[config.mk]
export PLATFORM = sky130hd
export DESIGN_NAME = dmarx_irq_status
export DESIGN_NICKNAME = d
export VERILOG_FILES = /design/src/logic/dmarx_pkg.sv /design/src/logic/dmarx_irq_status.sv
export SDC_FILE = /design/constraint.sdc
export NUM_CORES = 1
export LEC_CHECK = 0
export BUFFER_PORTS_ARGS = -buffer_cell sky130_fd_sc_hd__clkbuf_2
export CORE_UTILIZATION = 30
export DETAILED_ROUTE_END_ITERATION = 10
export PLACE_DENSITY_LB_ADDON = 0.12
export SYNTH_ARGS = -nofsm -noshare
export SYNTH_HDL_FRONTEND = slang
export SYNTH_HIERARCHICAL = 1
export SYNTH_SLANG_ARGS = --single-unit
[constraint.sdc]
create_clock -name mclk -period 5.9 [get_ports mclk]
set_clock_uncertainty 0.05 [all_clocks]
set_input_delay 0 -clock mclk [delete_from_list [all_inputs] [get_ports mclk]]
set_output_delay 0 -clock mclk [all_outputs]
set_load 0.05 [all_outputs]
[src/logic/dmarx_pkg.sv]
package dmarx_pkg;
    // Register indices on the control-register port
    localparam logic [1:0] REG_CHANNEL_CONTROL = 2'h0;
    localparam logic [1:0] REG_INTERRUPT_STATE = 2'h1;
    localparam logic [1:0] REG_DESC_STATUS     = 2'h2;
    localparam logic [1:0] REG_ENGINE_CONTROL  = 2'h3;

    // Channel control fields
    localparam int CTL_COALESCE_EN   = 31;
    localparam int CTL_DELAY_EN      = 30;
    localparam int CTL_ERROR_EN      = 29;
    localparam int CTL_MASTER_EN     = 24;
    localparam int CTL_LOAD_COUNTER  = 23;
    localparam int CTL_SEL_INT_ON_END = 22;
    localparam int CTL_SINGLE_BIT    = 21;
    localparam int CTL_APP_MASK_EN   = 20;
    localparam int CTL_UPPER_ADDR_LSB = 16;
    localparam int CTL_PRELOAD_LSB   = 8;
    localparam int CTL_TIMEOUT_LSB   = 0;
    localparam logic [31:0] CTL_RESET      = 32'h0000_0000;
    localparam logic [31:0] CTL_STORE_MASK = 32'he17f_ffff;

    // Interrupt state fields
    localparam int IRQ_COALESCE_PEND = 31;
    localparam int IRQ_DELAY_PEND    = 30;
    localparam int IRQ_ERROR_PEND    = 29;
    localparam int IRQ_WRITE_FAULT   = 28;
    localparam int IRQ_READ_FAULT    = 27;
    localparam int IRQ_DELAY_CNT_LSB = 22;
    localparam int IRQ_COAL_CNT_LSB  = 18;
    localparam int IRQ_WQ_EMPTY      = 17;
    localparam int IRQ_COAL_NOW_LSB  = 8;
    localparam int IRQ_TIMER_NOW_LSB = 0;

    // Descriptor status fields
    localparam int STS_CHANNEL_ACTIVE = 31;
    localparam int STS_CHAIN_ACTIVE   = 30;
    localparam int STS_EOP            = 29;
    localparam int STS_SOP            = 28;
    localparam int STS_COMPLETED      = 27;
    localparam int STS_HALT_AFTER     = 26;
    localparam int STS_IRQ_AFTER      = 25;
    localparam int STS_ERROR          = 24;

    // Engine control field
    localparam int ENG_SOFT_RESET = 31;

    // Counter limits
    localparam logic [3:0] COAL_OUT_MAX  = 4'hf;
    localparam logic [1:0] DELAY_OUT_MAX = 2'h3;
    localparam logic [23:0] WORD_BYTES   = 24'h00_0004;

    // Delay timer advances once per this many engine clocks
    localparam int DELAY_TICK_CYCLES = 64;
endpackage : dmarx_pkg

[src/logic/dmarx_irq_status.sv]
`timescale 1ns/10ps
// Summary of operation
// - Separate coalesce, delay, error mechanism enables
// - Master enable gates receive interrupt output
// - Load bit preloads coalescing counter, self-clears
// - Select counts interrupt-on-end or end-of-packet
// - Single-bit option limits outstanding counters
// - Coalescing counter reloads from preload at zero
// - Delay timer equal timeout raises event
// - Interrupt is OR of pending, masked by master
// - Coalesce pending while counter nonzero; ack decrements
// - Delay pending while counter nonzero; ack decrements
// - Error pending sets on error, ack clears
// - Bus faults set fault bits, freeze link
// - Fault bits clear only by hard/soft reset
// - Interrupt register shows debug counters
// - Read-only write queue empty status bit
// - Channel busy clears when flushed and idle
// - Chain busy while descriptors remain
// - Link start/end of packet set descriptor flags
// - Completed on length zero or end of packet
// - Halt channel after stop-on-end descriptor
// - Interrupt-on-end descriptor raises interrupt event
// - Soft reset bit self-clears after flush

module dmarx_fifo #(
    parameter int WIDTH = 34,
    parameter int DEPTH = 16
) (
    // Clock and reset
    input  wire logic             mclk,
    input  wire logic             reset_n,
    input  wire logic             flush,
    // Fill side
    input  wire logic             in_valid,
    output logic                  in_ready,
    input  wire logic [WIDTH-1:0] in_data,
    // Drain side
    output logic                  out_valid,
    input  wire logic             out_ready,
    output logic      [WIDTH-1:0] out_data,
    // Status
    output logic                  empty
);
    localparam int AW = $clog2(DEPTH);

    logic [WIDTH-1:0] mem [DEPTH];
    logic [AW-1:0]    wr_ptr_r;
    logic [AW-1:0]    rd_ptr_r;
    logic [AW:0]      count_r;
    logic             push;
    logic             pop;

    assign in_ready  = (count_r != (AW+1)'(DEPTH));
    assign out_valid = (count_r != '0);
    assign empty     = (count_r == '0);
    assign push      = in_valid && in_ready;
    assign pop       = out_valid && out_ready;
    assign out_data  = mem[rd_ptr_r];

    always_ff @(posedge mclk) begin
        if (push) begin
            mem[wr_ptr_r] <= in_data;
        end
    end

    always_ff @(posedge mclk or negedge reset_n) begin
        if (!reset_n) begin
            wr_ptr_r <= '0;
            rd_ptr_r <= '0;
            count_r  <= '0;
        end else if (flush) begin
            wr_ptr_r <= '0;
            rd_ptr_r <= '0;
            count_r  <= '0;
        end else begin
            if (push) begin
                wr_ptr_r <= AW'(wr_ptr_r + 1'b1);
            end
            if (pop) begin
                rd_ptr_r <= AW'(rd_ptr_r + 1'b1);
            end
            count_r <= (AW+1)'(count_r + push - pop);
        end
    end
endmodule : dmarx_fifo

module dmarx_irq_status #(
    parameter int FIFO_DEPTH  = 16,
    parameter int TICK_CYCLES = dmarx_pkg::DELAY_TICK_CYCLES
) (
    // Clock and reset
    input  wire logic        mclk,
    input  wire logic        reset_n,
    // Control-register port
    input  wire logic [1:0]  reg_addr,
    input  wire logic        reg_wr_en,
    input  wire logic        reg_rd_en,
    input  wire logic [31:0] reg_wdata,
    output logic      [31:0] reg_rdata,
    output logic             reg_ack,
    // Receive stream link
    input  wire logic [31:0] rx_data,
    input  wire logic        rx_sop_n,
    input  wire logic        rx_eop_n,
    input  wire logic        rx_src_rdy_n,
    output logic             rx_dst_rdy_n,
    // Memory write side
    output logic             mem_wr_valid,
    input  wire logic        mem_wr_ready,
    output logic      [31:0] mem_wr_data,
    input  wire logic        write_queue_empty,
    input  wire logic        bus_read_fault,
    input  wire logic        bus_write_fault,
    // Descriptor handling
    input  wire logic        desc_load,
    input  wire logic [23:0] desc_length,
    input  wire logic        desc_halt_after,
    input  wire logic        desc_irq_after,
    input  wire logic        desc_remaining,
    output logic             desc_done,
    input  wire logic        rx_error,
    // Engine outputs
    output logic             rx_irq,
    output logic             channel_halted,
    output logic             engine_reset_ack
);
    import dmarx_pkg::*;

    logic [31:0] ctl_r;
    logic        completed_r, sop_r, eop_r;
    logic        halt_after_r, irq_after_r;
    logic        desc_active_r, halted_r;
    logic [23:0] remain_r;
    logic [7:0]  coal_now_r;
    logic [7:0]  timer_now_r;
    logic        timer_armed_r;
    logic [3:0]  coal_out_r;
    logic [1:0]  delay_out_r;
    logic        error_pend_r, rd_fault_r, wr_fault_r;
    logic        soft_reset_r;
    logic [$clog2(TICK_CYCLES+1)-1:0] tick_cnt_r;
    logic        tick;
    logic        load_pulse;
    logic        wr_ctl, wr_irq, wr_sts, wr_eng;
    logic        freeze, fifo_empty, fifo_in_ready, fifo_out_valid;
    logic        drain, last_word, coal_event, coal_fire, delay_fire;
    logic [33:0] fifo_out;
    logic [31:0] irq_word, sts_word;

    function automatic logic reg_hit(input logic [1:0] a,
                                     input logic [1:0] idx);
        reg_hit = reg_wr_en && (a == idx);
    endfunction : reg_hit

    assign wr_ctl = reg_hit(reg_addr, REG_CHANNEL_CONTROL);
    assign wr_irq = reg_hit(reg_addr, REG_INTERRUPT_STATE);
    assign wr_sts = reg_hit(reg_addr, REG_DESC_STATUS);
    assign wr_eng = reg_hit(reg_addr, REG_ENGINE_CONTROL);
    assign load_pulse = wr_ctl && reg_wdata[CTL_LOAD_COUNTER];

    // Control register; load bit is never stored
    always_ff @(posedge mclk or negedge reset_n) begin
        if (!reset_n) begin
            ctl_r <= CTL_RESET;
        end else if (wr_ctl) begin
            ctl_r <= reg_wdata & CTL_STORE_MASK;
        end
    end

    // Engine soft reset: held until queues are flushed
    always_ff @(posedge mclk or negedge reset_n) begin
        if (!reset_n) begin
            soft_reset_r <= 1'b0;
        end else if (wr_eng && reg_wdata[ENG_SOFT_RESET]) begin
            soft_reset_r <= 1'b1;
        end else if (fifo_empty && write_queue_empty) begin
            soft_reset_r <= 1'b0;
        end
    end
    assign engine_reset_ack = soft_reset_r;

    // Bus faults freeze the link
    always_ff @(posedge mclk or negedge reset_n) begin
        if (!reset_n) begin
            rd_fault_r <= 1'b0;
            wr_fault_r <= 1'b0;
        end else if (soft_reset_r) begin
            rd_fault_r <= 1'b0;
            wr_fault_r <= 1'b0;
        end else begin
            rd_fault_r <= rd_fault_r | bus_read_fault;
            wr_fault_r <= wr_fault_r | bus_write_fault;
        end
    end
    assign freeze = rd_fault_r || wr_fault_r || bus_read_fault
                    || bus_write_fault;

    // Link into buffer; sop and eop travel with each word
    assign rx_dst_rdy_n = !(fifo_in_ready && !freeze && !halted_r
                            && !soft_reset_r);
    assign drain = fifo_out_valid && desc_active_r && !freeze
                   && !halted_r && mem_wr_ready;
    assign mem_wr_valid = fifo_out_valid && desc_active_r && !freeze
                          && !halted_r;
    assign mem_wr_data  = fifo_out[31:0];

    dmarx_fifo #(
        .WIDTH (34),
        .DEPTH (FIFO_DEPTH)
    ) u_fifo (
        .mclk      (mclk),
        .reset_n   (reset_n),
        .flush     (soft_reset_r),
        .in_valid  (!rx_src_rdy_n && !rx_dst_rdy_n),
        .in_ready  (fifo_in_ready),
        .in_data   ({!rx_sop_n, !rx_eop_n, rx_data}),
        .out_valid (fifo_out_valid),
        .out_ready (drain),
        .out_data  (fifo_out),
        .empty     (fifo_empty)
    );

    // Descriptor ends on last word or on end of packet
    assign last_word = drain && (fifo_out[32] || remain_r <= WORD_BYTES);
    assign desc_done = last_word;

    always_ff @(posedge mclk or negedge reset_n) begin
        if (!reset_n) begin
            desc_active_r <= 1'b0;
            remain_r      <= '0;
            completed_r   <= 1'b0;
            sop_r         <= 1'b0;
            eop_r         <= 1'b0;
            halt_after_r  <= 1'b0;
            irq_after_r   <= 1'b0;
            halted_r      <= 1'b0;
        end else if (soft_reset_r) begin
            desc_active_r <= 1'b0;
            completed_r   <= 1'b0;
            sop_r         <= 1'b0;
            eop_r         <= 1'b0;
            halted_r      <= 1'b0;
        end else if (desc_load) begin
            desc_active_r <= 1'b1;
            remain_r      <= desc_length;
            completed_r   <= 1'b0;
            sop_r         <= 1'b0;
            eop_r         <= 1'b0;
            halt_after_r  <= desc_halt_after;
            irq_after_r   <= desc_irq_after;
            halted_r      <= 1'b0;
        end else begin
            if (drain) begin
                remain_r <= (remain_r > WORD_BYTES) ?
                            24'(remain_r - WORD_BYTES) : '0;
                sop_r <= sop_r | fifo_out[33];
                eop_r <= eop_r | fifo_out[32];
            end
            if (last_word) begin
                desc_active_r <= 1'b0;
                completed_r   <= 1'b1;
                halted_r      <= halt_after_r;
            end
            if (wr_sts) begin
                eop_r        <= reg_wdata[STS_EOP];
                sop_r        <= reg_wdata[STS_SOP];
                completed_r  <= reg_wdata[STS_COMPLETED];
                halt_after_r <= reg_wdata[STS_HALT_AFTER];
                irq_after_r  <= reg_wdata[STS_IRQ_AFTER];
            end
        end
    end
    assign channel_halted = halted_r;

    // Coalescing event source
    assign coal_event = last_word && ctl_r[CTL_COALESCE_EN]
                        && (ctl_r[CTL_SEL_INT_ON_END] ? irq_after_r
                                                      : fifo_out[32]);
    assign coal_fire = coal_event && (coal_now_r <= 8'h01);

    always_ff @(posedge mclk or negedge reset_n) begin
        if (!reset_n) begin
            coal_now_r <= '0;
        end else if (load_pulse) begin
            coal_now_r <= reg_wdata[CTL_PRELOAD_LSB +: 8];
        end else if (coal_fire) begin
            coal_now_r <= ctl_r[CTL_PRELOAD_LSB +: 8];
        end else if (coal_event) begin
            coal_now_r <= 8'(coal_now_r - 1'b1);
        end
    end

    // Delay timer tick divider
    always_ff @(posedge mclk or negedge reset_n) begin
        if (!reset_n) begin
            tick_cnt_r <= '0;
        end else if (tick) begin
            tick_cnt_r <= '0;
        end else begin
            tick_cnt_r <= $bits(tick_cnt_r)'(tick_cnt_r + 1'b1);
        end
    end
    assign tick = (tick_cnt_r == $bits(tick_cnt_r)'(TICK_CYCLES - 1));

    // Timer runs while events wait for the coalescing count
    assign delay_fire = timer_armed_r && ctl_r[CTL_DELAY_EN]
                        && (ctl_r[CTL_TIMEOUT_LSB +: 8] != 8'h00)
                        && (timer_now_r == ctl_r[CTL_TIMEOUT_LSB +: 8]);

    always_ff @(posedge mclk or negedge reset_n) begin
        if (!reset_n) begin
            timer_now_r   <= '0;
            timer_armed_r <= 1'b0;
        end else if (soft_reset_r || coal_fire || delay_fire) begin
            timer_now_r   <= '0;
            timer_armed_r <= 1'b0;
        end else if (coal_event) begin
            timer_now_r   <= '0;
            timer_armed_r <= 1'b1;
        end else if (timer_armed_r && tick) begin
            timer_now_r <= 8'(timer_now_r + 1'b1);
        end
    end

    // Outstanding counters: event and acknowledge in one cycle cancel
    always_ff @(posedge mclk or negedge reset_n) begin
        if (!reset_n) begin
            coal_out_r <= '0;
        end else if (soft_reset_r) begin
            coal_out_r <= '0;
        end else if (coal_fire && !(wr_irq && reg_wdata[IRQ_COALESCE_PEND]
                                    && coal_out_r != '0)) begin
            if (coal_out_r != (ctl_r[CTL_SINGLE_BIT] ? 4'h1 : COAL_OUT_MAX))
                begin
                coal_out_r <= 4'(coal_out_r + 1'b1);
            end
        end else if (!coal_fire && wr_irq && reg_wdata[IRQ_COALESCE_PEND]
                     && coal_out_r != '0) begin
            coal_out_r <= 4'(coal_out_r - 1'b1);
        end
    end

    always_ff @(posedge mclk or negedge reset_n) begin
        if (!reset_n) begin
            delay_out_r <= '0;
        end else if (soft_reset_r) begin
            delay_out_r <= '0;
        end else if (delay_fire && !(wr_irq && reg_wdata[IRQ_DELAY_PEND]
                                     && delay_out_r != '0)) begin
            if (delay_out_r != (ctl_r[CTL_SINGLE_BIT] ? 2'h1 : DELAY_OUT_MAX))
                begin
                delay_out_r <= 2'(delay_out_r + 1'b1);
            end
        end else if (!delay_fire && wr_irq && reg_wdata[IRQ_DELAY_PEND]
                     && delay_out_r != '0) begin
            delay_out_r <= 2'(delay_out_r - 1'b1);
        end
    end

    // Error pending: a new error wins over the acknowledge
    always_ff @(posedge mclk or negedge reset_n) begin
        if (!reset_n) begin
            error_pend_r <= 1'b0;
        end else if (soft_reset_r) begin
            error_pend_r <= 1'b0;
        end else if (rx_error && ctl_r[CTL_ERROR_EN]) begin
            error_pend_r <= 1'b1;
        end else if (wr_irq && reg_wdata[IRQ_ERROR_PEND]) begin
            error_pend_r <= 1'b0;
        end
    end

    assign rx_irq = ctl_r[CTL_MASTER_EN] && ((coal_out_r != '0)
                    || (delay_out_r != '0) || error_pend_r);

    always_comb begin
        irq_word = '0;
        irq_word[IRQ_COALESCE_PEND] = (coal_out_r != '0);
        irq_word[IRQ_DELAY_PEND]    = (delay_out_r != '0);
        irq_word[IRQ_ERROR_PEND]    = error_pend_r;
        irq_word[IRQ_WRITE_FAULT]   = wr_fault_r;
        irq_word[IRQ_READ_FAULT]    = rd_fault_r;
        irq_word[IRQ_DELAY_CNT_LSB +: 2] = delay_out_r;
        irq_word[IRQ_COAL_CNT_LSB +: 4]  = coal_out_r;
        irq_word[IRQ_WQ_EMPTY]           = write_queue_empty;
        irq_word[IRQ_COAL_NOW_LSB +: 8]  = coal_now_r;
        irq_word[IRQ_TIMER_NOW_LSB +: 8] = timer_now_r;
    end

    always_comb begin
        sts_word = '0;
        sts_word[STS_CHANNEL_ACTIVE] = desc_active_r || desc_remaining
                                       || !fifo_empty
                                       || !write_queue_empty;
        sts_word[STS_CHAIN_ACTIVE] = desc_active_r || desc_remaining;
        sts_word[STS_EOP]        = eop_r;
        sts_word[STS_SOP]        = sop_r;
        sts_word[STS_COMPLETED]  = completed_r;
        sts_word[STS_HALT_AFTER] = halt_after_r;
        sts_word[STS_IRQ_AFTER]  = irq_after_r;
        sts_word[STS_ERROR]      = error_pend_r;
    end

    // Read data and acknowledge, one cycle after the strobe
    always_ff @(posedge mclk or negedge reset_n) begin
        if (!reset_n) begin
            reg_rdata <= '0;
            reg_ack   <= 1'b0;
        end else begin
            reg_ack <= reg_rd_en || reg_wr_en;
            if (reg_rd_en) begin
                unique case (reg_addr)
                    REG_CHANNEL_CONTROL: reg_rdata <= ctl_r;
                    REG_INTERRUPT_STATE: reg_rdata <= irq_word;
                    REG_DESC_STATUS:     reg_rdata <= sts_word;
                    REG_ENGINE_CONTROL:  reg_rdata <= {soft_reset_r, 31'h0};
                endcase
            end
        end
    end
endmodule : dmarx_irq_status

# Word level (Yosys, flattened, before mapping)
# Memory sizes are Yosys's and may differ from the RTL's.
# Index checks and enable logic that the tools add are counted.
# word_totals
ff_bits	138
latch_bits	0
ramBits	544
mem_bits_ro	0
input_bits	106
output_inout_bits	71
memories	1
# memory_table
memory	words	word_bits	rd	rd_ports_with_merged_regs	write_ports	line	source
u_fifo.mem	16	34	1	0	1	dmarx_irq_status.sv:47	logic [WIDTH-1:0] mem [DEPTH];
# op_classes
add_sub_neg	12
multipliers	0
div	0
n_lt_le_gt_ge	3
n_eq_ne	10
n_shift	0
n_mux	60
bitwise	5
n_reduce_logical	89
# ops
op	count
32-bit one-hot mux with 4 select lines	1
24-bit two-way mux	3
8-bit two-way mux	6
1-bit logical AND	40
4-bit two-way mux	9
1-bit two-way mux	34
24-bit by 3-bit > comparator with 1-bit output, second input constant	1
24-bit by 3-bit less-or-equal comparator with 1-bit output, second input constant	1
24-bit by 3-bit subtractor with 24-bit output, second input constant	1
3-bit nonzero test	6
2-bit nonzero test	7
1-bit logical NOT	13
4-bit by 1-bit adder with 4-bit output, second input constant	3
1-bit logical OR	12
4-bit nonzero test	3
2-bit two-way mux	5
8-bit by 1-bit adder with 8-bit output, second input constant	1
8-bit equality test	1
8-bit by 1-bit less-or-equal comparator with 1-bit output, second input constant	1
2-bit AND reduction	4
8-bit nonzero test	1
8-bit by 1-bit subtractor with 8-bit output, second input constant	1
7-bit by 1-bit adder with 7-bit output, second input constant	1
7-bit by 6-bit equality test with 1-bit output, second input constant	1
18 further kinds	23

# Longest topological paths before layout
# logic_depth
word_depth	18
depth_mapped	22
depth_no_buf	16

# Modules after synthesis
# The synthesis kept the hierarchy.
# by_module_without_submodules
module	instances	cells_each	area_per_inst_um2
dmarx_fifo	1	1084	21744.6
dmarx_irq_status	1	678	6511.2

# Least setup slack after synthesis
# No wires, ideal clock.
# synth_timing
path_kind	reg2reg
startpoint	register soft_reset_r (netlist: engine_reset_ack)
endpoint	memory u_fifo.mem[0][0] (enable)
arrival_ns	4.645
required_ns	5.383
setup_slack_ns	0.737
stages_incl_launch_ff	9
path_buffers	3
synth_period_minus_slack_ns	5.163
cell_sequence	dfrtp_1 -> clkbuf_1 -> clkbuf_1 -> nand3b_1 -> nor2_1 -> and2_1 -> clkbuf_1 -> nand2_1 -> nor3_1
# synth_via
elab_chain_cells	6
# synth_lines
element	line	source
start, declared	dmarx_irq_status.sv:141	logic soft_reset_r;
start signal, assigned	dmarx_irq_status.sv:174	soft_reset_r <= 1'b0;
start signal, assigned	dmarx_irq_status.sv:176	soft_reset_r <= 1'b1;
start signal, assigned	dmarx_irq_status.sv:178	soft_reset_r <= 1'b0;
1-bit logical NOT	dmarx_irq_status.sv:201	&& !soft_reset_r);
1-bit logical AND	dmarx_irq_status.sv:201	
1-bit logical AND	dmarx_irq_status.sv:215	.in_valid (!rx_src_rdy_n && !rx_dst_rdy_n),
1-bit logical AND	dmarx_irq_status.sv:57	assign push = in_valid && in_ready;
1-bit two-way mux	dmarx_irq_status.sv:62	if (push) begin
1-bit two-way mux (implied by the code)	dmarx_irq_status.sv:63	mem[wr_ptr_r] <= in_data;
end, declared	dmarx_irq_status.sv:47	
# Every way passes these cells.

# Worst setup path in the final report
# layout_timing
startpoint	register u_fifo.rd_ptr_r[1]
endpoint	register coal_out_r[3]
# layout_via
elab_chain_cells	12
# layout_lines
element	line	source
start, declared	dmarx_irq_status.sv:49	logic [AW-1:0] rd_ptr_r;
start signal, assigned	dmarx_irq_status.sv:81	rd_ptr_r <= AW'(rd_ptr_r + 1'b1);
memory read 16 x 34 bit *	n/a	
net fifo_out[32]	dmarx_irq_status.sv:148	logic [33:0] fifo_out;
1-bit logical OR	dmarx_irq_status.sv:225	assign last_word = drain && (fifo_out[32] || remain_r <= WORD_BYTES);
1-bit logical AND	dmarx_irq_status.sv:225	
1-bit logical AND	dmarx_irq_status.sv:277	assign coal_event = last_word && ctl_r[CTL_COALESCE_EN]
1-bit logical AND *	dmarx_irq_status.sv:278	&& (ctl_r[CTL_SEL_INT_ON_END] ? irq_after_r
1-bit logical AND *	dmarx_irq_status.sv:280	assign coal_fire = coal_event && (coal_now_r <= 8'h01);
1-bit logical NOT	dmarx_irq_status.sv:338	end else if (!coal_fire && wr_irq && reg_wdata[IRQ_COALESCE_PEND]
1-bit logical AND (2 in series)	dmarx_irq_status.sv:338	
1-bit logical AND	dmarx_irq_status.sv:339	&& coal_out_r != '0) begin
3-bit nonzero test (no source line)	n/a	
2-bit AND reduction (no source line)	n/a	
end signal, assigned	dmarx_irq_status.sv:336	coal_out_r <= 4'(coal_out_r + 1'b1);
end signal, assigned	dmarx_irq_status.sv:340	coal_out_r <= 4'(coal_out_r - 1'b1);
end, declared	dmarx_irq_status.sv:138	logic [3:0] coal_out_r;
# The timed path passes the listed nets; every way through them passes the cells marked *.
# A chain may end at the register's enable or synchronous reset.

==> results.txt <==
worst IR drop on VDD: 0.217 mV
detail-routed via count per cell: 4.85
summed negative setup slack over all endpoints: 0 ns
Worst-Margin Slew: 1.16 ns
Core Rows: 112
startpoint kind of the worst setup timing path: flop
portion of the clock cycle consumed by the worst path in the final layout: 79.4%
combinational cell fraction of total power: 12.2%
Die ar.: 0.0954 sq mm
top cell type's share of synthesized area: 57.8%
# port buffers: 176
Post-Synthesis Net Count: 1889
number of buffers between clock root and the deepest sink: 3
fraction of final layout cells with drive strength greater than 1: 21.9%
global-route wire length before repair: 111000 um
most area-hungry cell type in the Yosys netlist: sky130_fd_sc_hd__edfxtp_1
Seq cells post-synth: 682
Post CTS Setup Buffer Count: 0
number of global-route vias before repair: 17403
switching share of power: 26.2%
synth unique cells: 75
status: complete, no violations
max-capacitance violation count: 0
Total Routing Usage GR: 15.6%
clock input transition at the sequential cells of the worst setup and hold paths: 0.06 ns
remaining antenna violation count after routing: 0
post-layout util: 36.7%
power per standard cell area: 339 mW/mm^2
largest cells by area after synthesis: sky130_fd_sc_hd__edfxtp_1 58%, sky130_fd_sc_hd__dfrtp_1 12%, sky130_fd_sc_hd__mux2i_1 5.7%
Power Internal: 8.57 mW
synthesis-to-finish area growth: 21.4%
Vias: 16464
wire length per cell: 21.8 um
Slew Limit Fails: 0
RSZ-0062 raised after global routing: no
final routed wirelength across all metal layers: 73900 um
residual DRC count: 0
number of hold-slack violations in the final timing report: 0
leading register cell type out of synthesis: sky130_fd_sc_hd__edfxtp_1
number of enable flip-flop cells after synthesis: 544
arrival time of data at the critical path endpoint: 5.15 ns
final weighted congestion in routability-driven placement: 0.755
class of the tightest hold or removal check: in2reg
static leakage power: 11.8 nW
clock latency on the worst-skew pair: 0.64 ns
initial cell density of the core: 30.3%
net switching component of the power: 3.05 mW
Ys Warns: 6
die width: 309 um
Remaining Overflow, GRT: 0
count of mapped cells out of synthesis: 1762
Avg Inst Size Synth: 16.0 sq um
clock buffer count from CTS: 79
maximum fanout along the worst path: 41
area of the core: 0.0933 sq mm
Max transition margin: 22.6%
antenna violations before repair: 4
total power consumption of the routed design: 11.6 mW
total of cells resized after clock tree synthesis: 0
buffer cell driving the clock tree root: sky130_fd_sc_hd__clkbuf_16
number of optimization iterations in the first detailed-route pass: 5
largest net degree at the start of global routing: 84
fmax: 0.213 GHz
power share of the clock group: 39.6%
final critical-path setup slack: 1.21 ns
CTS tree: yes
required time of the critical path: 6.36 ns
clock tree sinks: 682
share of synthesized registers carrying an async set or reset: 20.2%
ports placed on the boundary: 177
Synth Cell Area: 0.0283 sq mm
kind of end point of the critical path: flop
net count reported at finish: 2207
sequential-to-total area share from yosys stat: 70.0%
Post-Place Cells: 3128
minimum period implied by the final worst setup slack: 4.69 ns
total half-perimeter wirelength after legalization and detailed placement: 42300 um
worst setup path class: reg2reg
fraction of power consumed by sequential logic: 48.3%
post-placement worst setup slack: 1.19 ns
Non-Filler Instances: 3398
number of design-rule violations left by the first detailed-router iteration: 1144
CTS H-Tree Depth: 3
Layout fillers: 8879
Die Y: 309 um
final setup violation count: 0
-- per-layer routing --
layer / global-route usage [%] / vias to the layer above / share of wire, %
met1: 20.8 / 8485 / 45
met4: 4.14 / 4 / 1.9
li1: - / 7558 / -
met5: 0 / - / 0.042
met3: 2.46 / 94 / 3.8
met2: 26.4 / 323 / 49
-- power groups by stage --
stage / Clock [mW] / Sequential (mW) / Combinational (mW)
CTS: 4.75 / 5.61 / 1.44
finish: 4.60 / 5.61 / 1.41
floorplan: 0 / 5.74 / 0.880
global placement: 0 / 5.70 / 1.31
global route: 4.93 / 5.64 / 1.56
detailed placement: 0 / 5.70 / 1.33
-- cell families (layout without fill, tap and decap cells) --
family	Yosys count	count (layout)	synth area share, %
DFF	682	682	70.0
AOI/OAI and AO/OA	305	305	7.68
and+or+nand+nor	302	302	5.11
muxes	262	262	12.5
buffers and inverters	159	537	2.75
xor gates and xnor gates	31	31	0.961
adders and majority gates	21	21	0.983
other	0	4	0
-- stage by stage --
step / cell area, sq um / hold slack (ns)
finish: 34300 / 0.100
global route: 34300 / 0.0767
CTS: 34300 / 0.0486
detailed placement: 30600 / 0.0929
global placement: 30600 / 0.0892
floorplan: 28300 / -0.346
-- critical path: stages, from the launching register on --
cell,delay [ns]
sky130_fd_sc_hd__dfrtp_4,0.74
sky130_fd_sc_hd__and2_2,0.46
sky130_fd_sc_hd__a221oi_1,0.38
sky130_fd_sc_hd__o21ai_0,0.14
sky130_fd_sc_hd__nand2_1,0.20
sky130_fd_sc_hd__inv_1,0.11
sky130_fd_sc_hd__o21ai_0,0.16
sky130_fd_sc_hd__and3_1,0.27
sky130_fd_sc_hd__and2_1,0.45
sky130_fd_sc_hd__nand3_1,0.22
sky130_fd_sc_hd__ha_1,0.32
sky130_fd_sc_hd__a21o_1,0.17
sky130_fd_sc_hd__a21oi_1,0.17
sky130_fd_sc_hd__nor2_1,0.07
sky130_fd_sc_hd__nand4_1,0.09
sky130_fd_sc_hd__a2bb2oi_1,0.18
sky130_fd_sc_hd__mux2_2,0.34
-- sequential cells by signal (all words and copies together) (netlist names), 2 cells and up --
register and cells:
u_fifo/mem 544, reg_rdata 32, ctl_r 27, remain_r 24, coal_now_r 8, timer_now_r 8, tick_cnt_r 7, u_fifo/count_r 5
coal_out_r 4, u_fifo/rd_ptr_r 4, u_fifo/wr_ptr_r 4, delay_out_r 2
-- synth_stat cells (25+ instances only) --
library cell,count
sky130_fd_sc_hd__dfrtp_1,138
sky130_fd_sc_hd__a221oi_1,56
sky130_fd_sc_hd__a21oi_1,44
sky130_fd_sc_hd__mux2i_1,160
sky130_fd_sc_hd__nor3_1,29
sky130_fd_sc_hd__nand2_1,84
sky130_fd_sc_hd__a22oi_1,39
sky130_fd_sc_hd__o21ai_0,66
sky130_fd_sc_hd__edfxtp_1,544
sky130_fd_sc_hd__mux4_2,69
sky130_fd_sc_hd__nor2_1,93
sky130_fd_sc_hd__o22ai_1,25
sky130_fd_sc_hd__clkbuf_1,49
sky130_fd_sc_hd__mux2_2,30
sky130_fd_sc_hd__inv_1,57
-- placed cells by master, fill, tap and decap left out, drive strengths merged, types with 6 or more instances in the layout --
| cell type | synthesis | final |
|---|---|---|
| a221oi | 68 | 68 |
| nor4 | 11 | 11 |
| and2 | 6 | 6 |
| o21ai | 75 | 75 |
| o211ai | 6 | 6 |
| xor2 | 19 | 19 |
| nand3 | 20 | 20 |
| edfxtp | 544 | 544 |
| ha | 19 | 19 |
| clkbuf | 49 | 273 |
| xnor2 | 12 | 12 |
| a21oi | 45 | 45 |
| nor2b | 11 | 11 |
| a31oi | 7 | 7 |
| dlygate4sd3 | 0 | 124 |
| mux2i | 160 | 160 |
| clkinv | 1 | 36 |
| inv | 57 | 61 |
| mux2 | 33 | 33 |
| nand2b | 6 | 6 |
| nand4 | 9 | 9 |
| nor3 | 30 | 30 |
| a22o | 6 | 6 |
| nor2 | 93 | 93 |
| mux4 | 69 | 69 |
| dfrtp | 138 | 138 |
| a22oi | 39 | 39 |
| o22ai | 25 | 25 |
| nand2 | 84 | 84 |
| and3 | 7 | 7 |
| buf | 52 | 39 |
-- layout make-up --
class                           count  area, sq um  area share [%]
Sequential cell                   682        19800            57.7
Multi-Input combinational cell    921         7830            22.8
Timing Repair Buffer              338         2430            7.10
Clock buffer                       98         2080            6.06
Tap cell                         1254         1570            4.57
Clock inverter                     43          363            1.06
Inverter                           58          218           0.635
Antenna cell                        4         10.0          0.0292
-- worst paths after layout --
check,from,end,slack (ns),depth (start not counted)
setup reg to reg,u_fifo/rd_ptr_r[1],coal_out_r[3],1.21,16
max in group asynchronous,reset_n,u_fifo/rd_ptr_r[0],4.55,4
hold reg to reg,tick_cnt_r[0],tick_cnt_r[0],0.41,1
min in group asynchronous,reset_n,tick_cnt_r[2],0.25,3
hold / removal,reg_wdata[5],ctl_r[5],0.10,3
setup / recovery,u_fifo/rd_ptr_r[1],coal_out_r[3],1.21,16
-- what timing repair did --
action	CTS	global route
endpoints found under the hold margin	744	0
hold buffers	125	0
endpoints found under the setup margin	0	0
No activity file was read; power rests on OpenSTA's default activity.
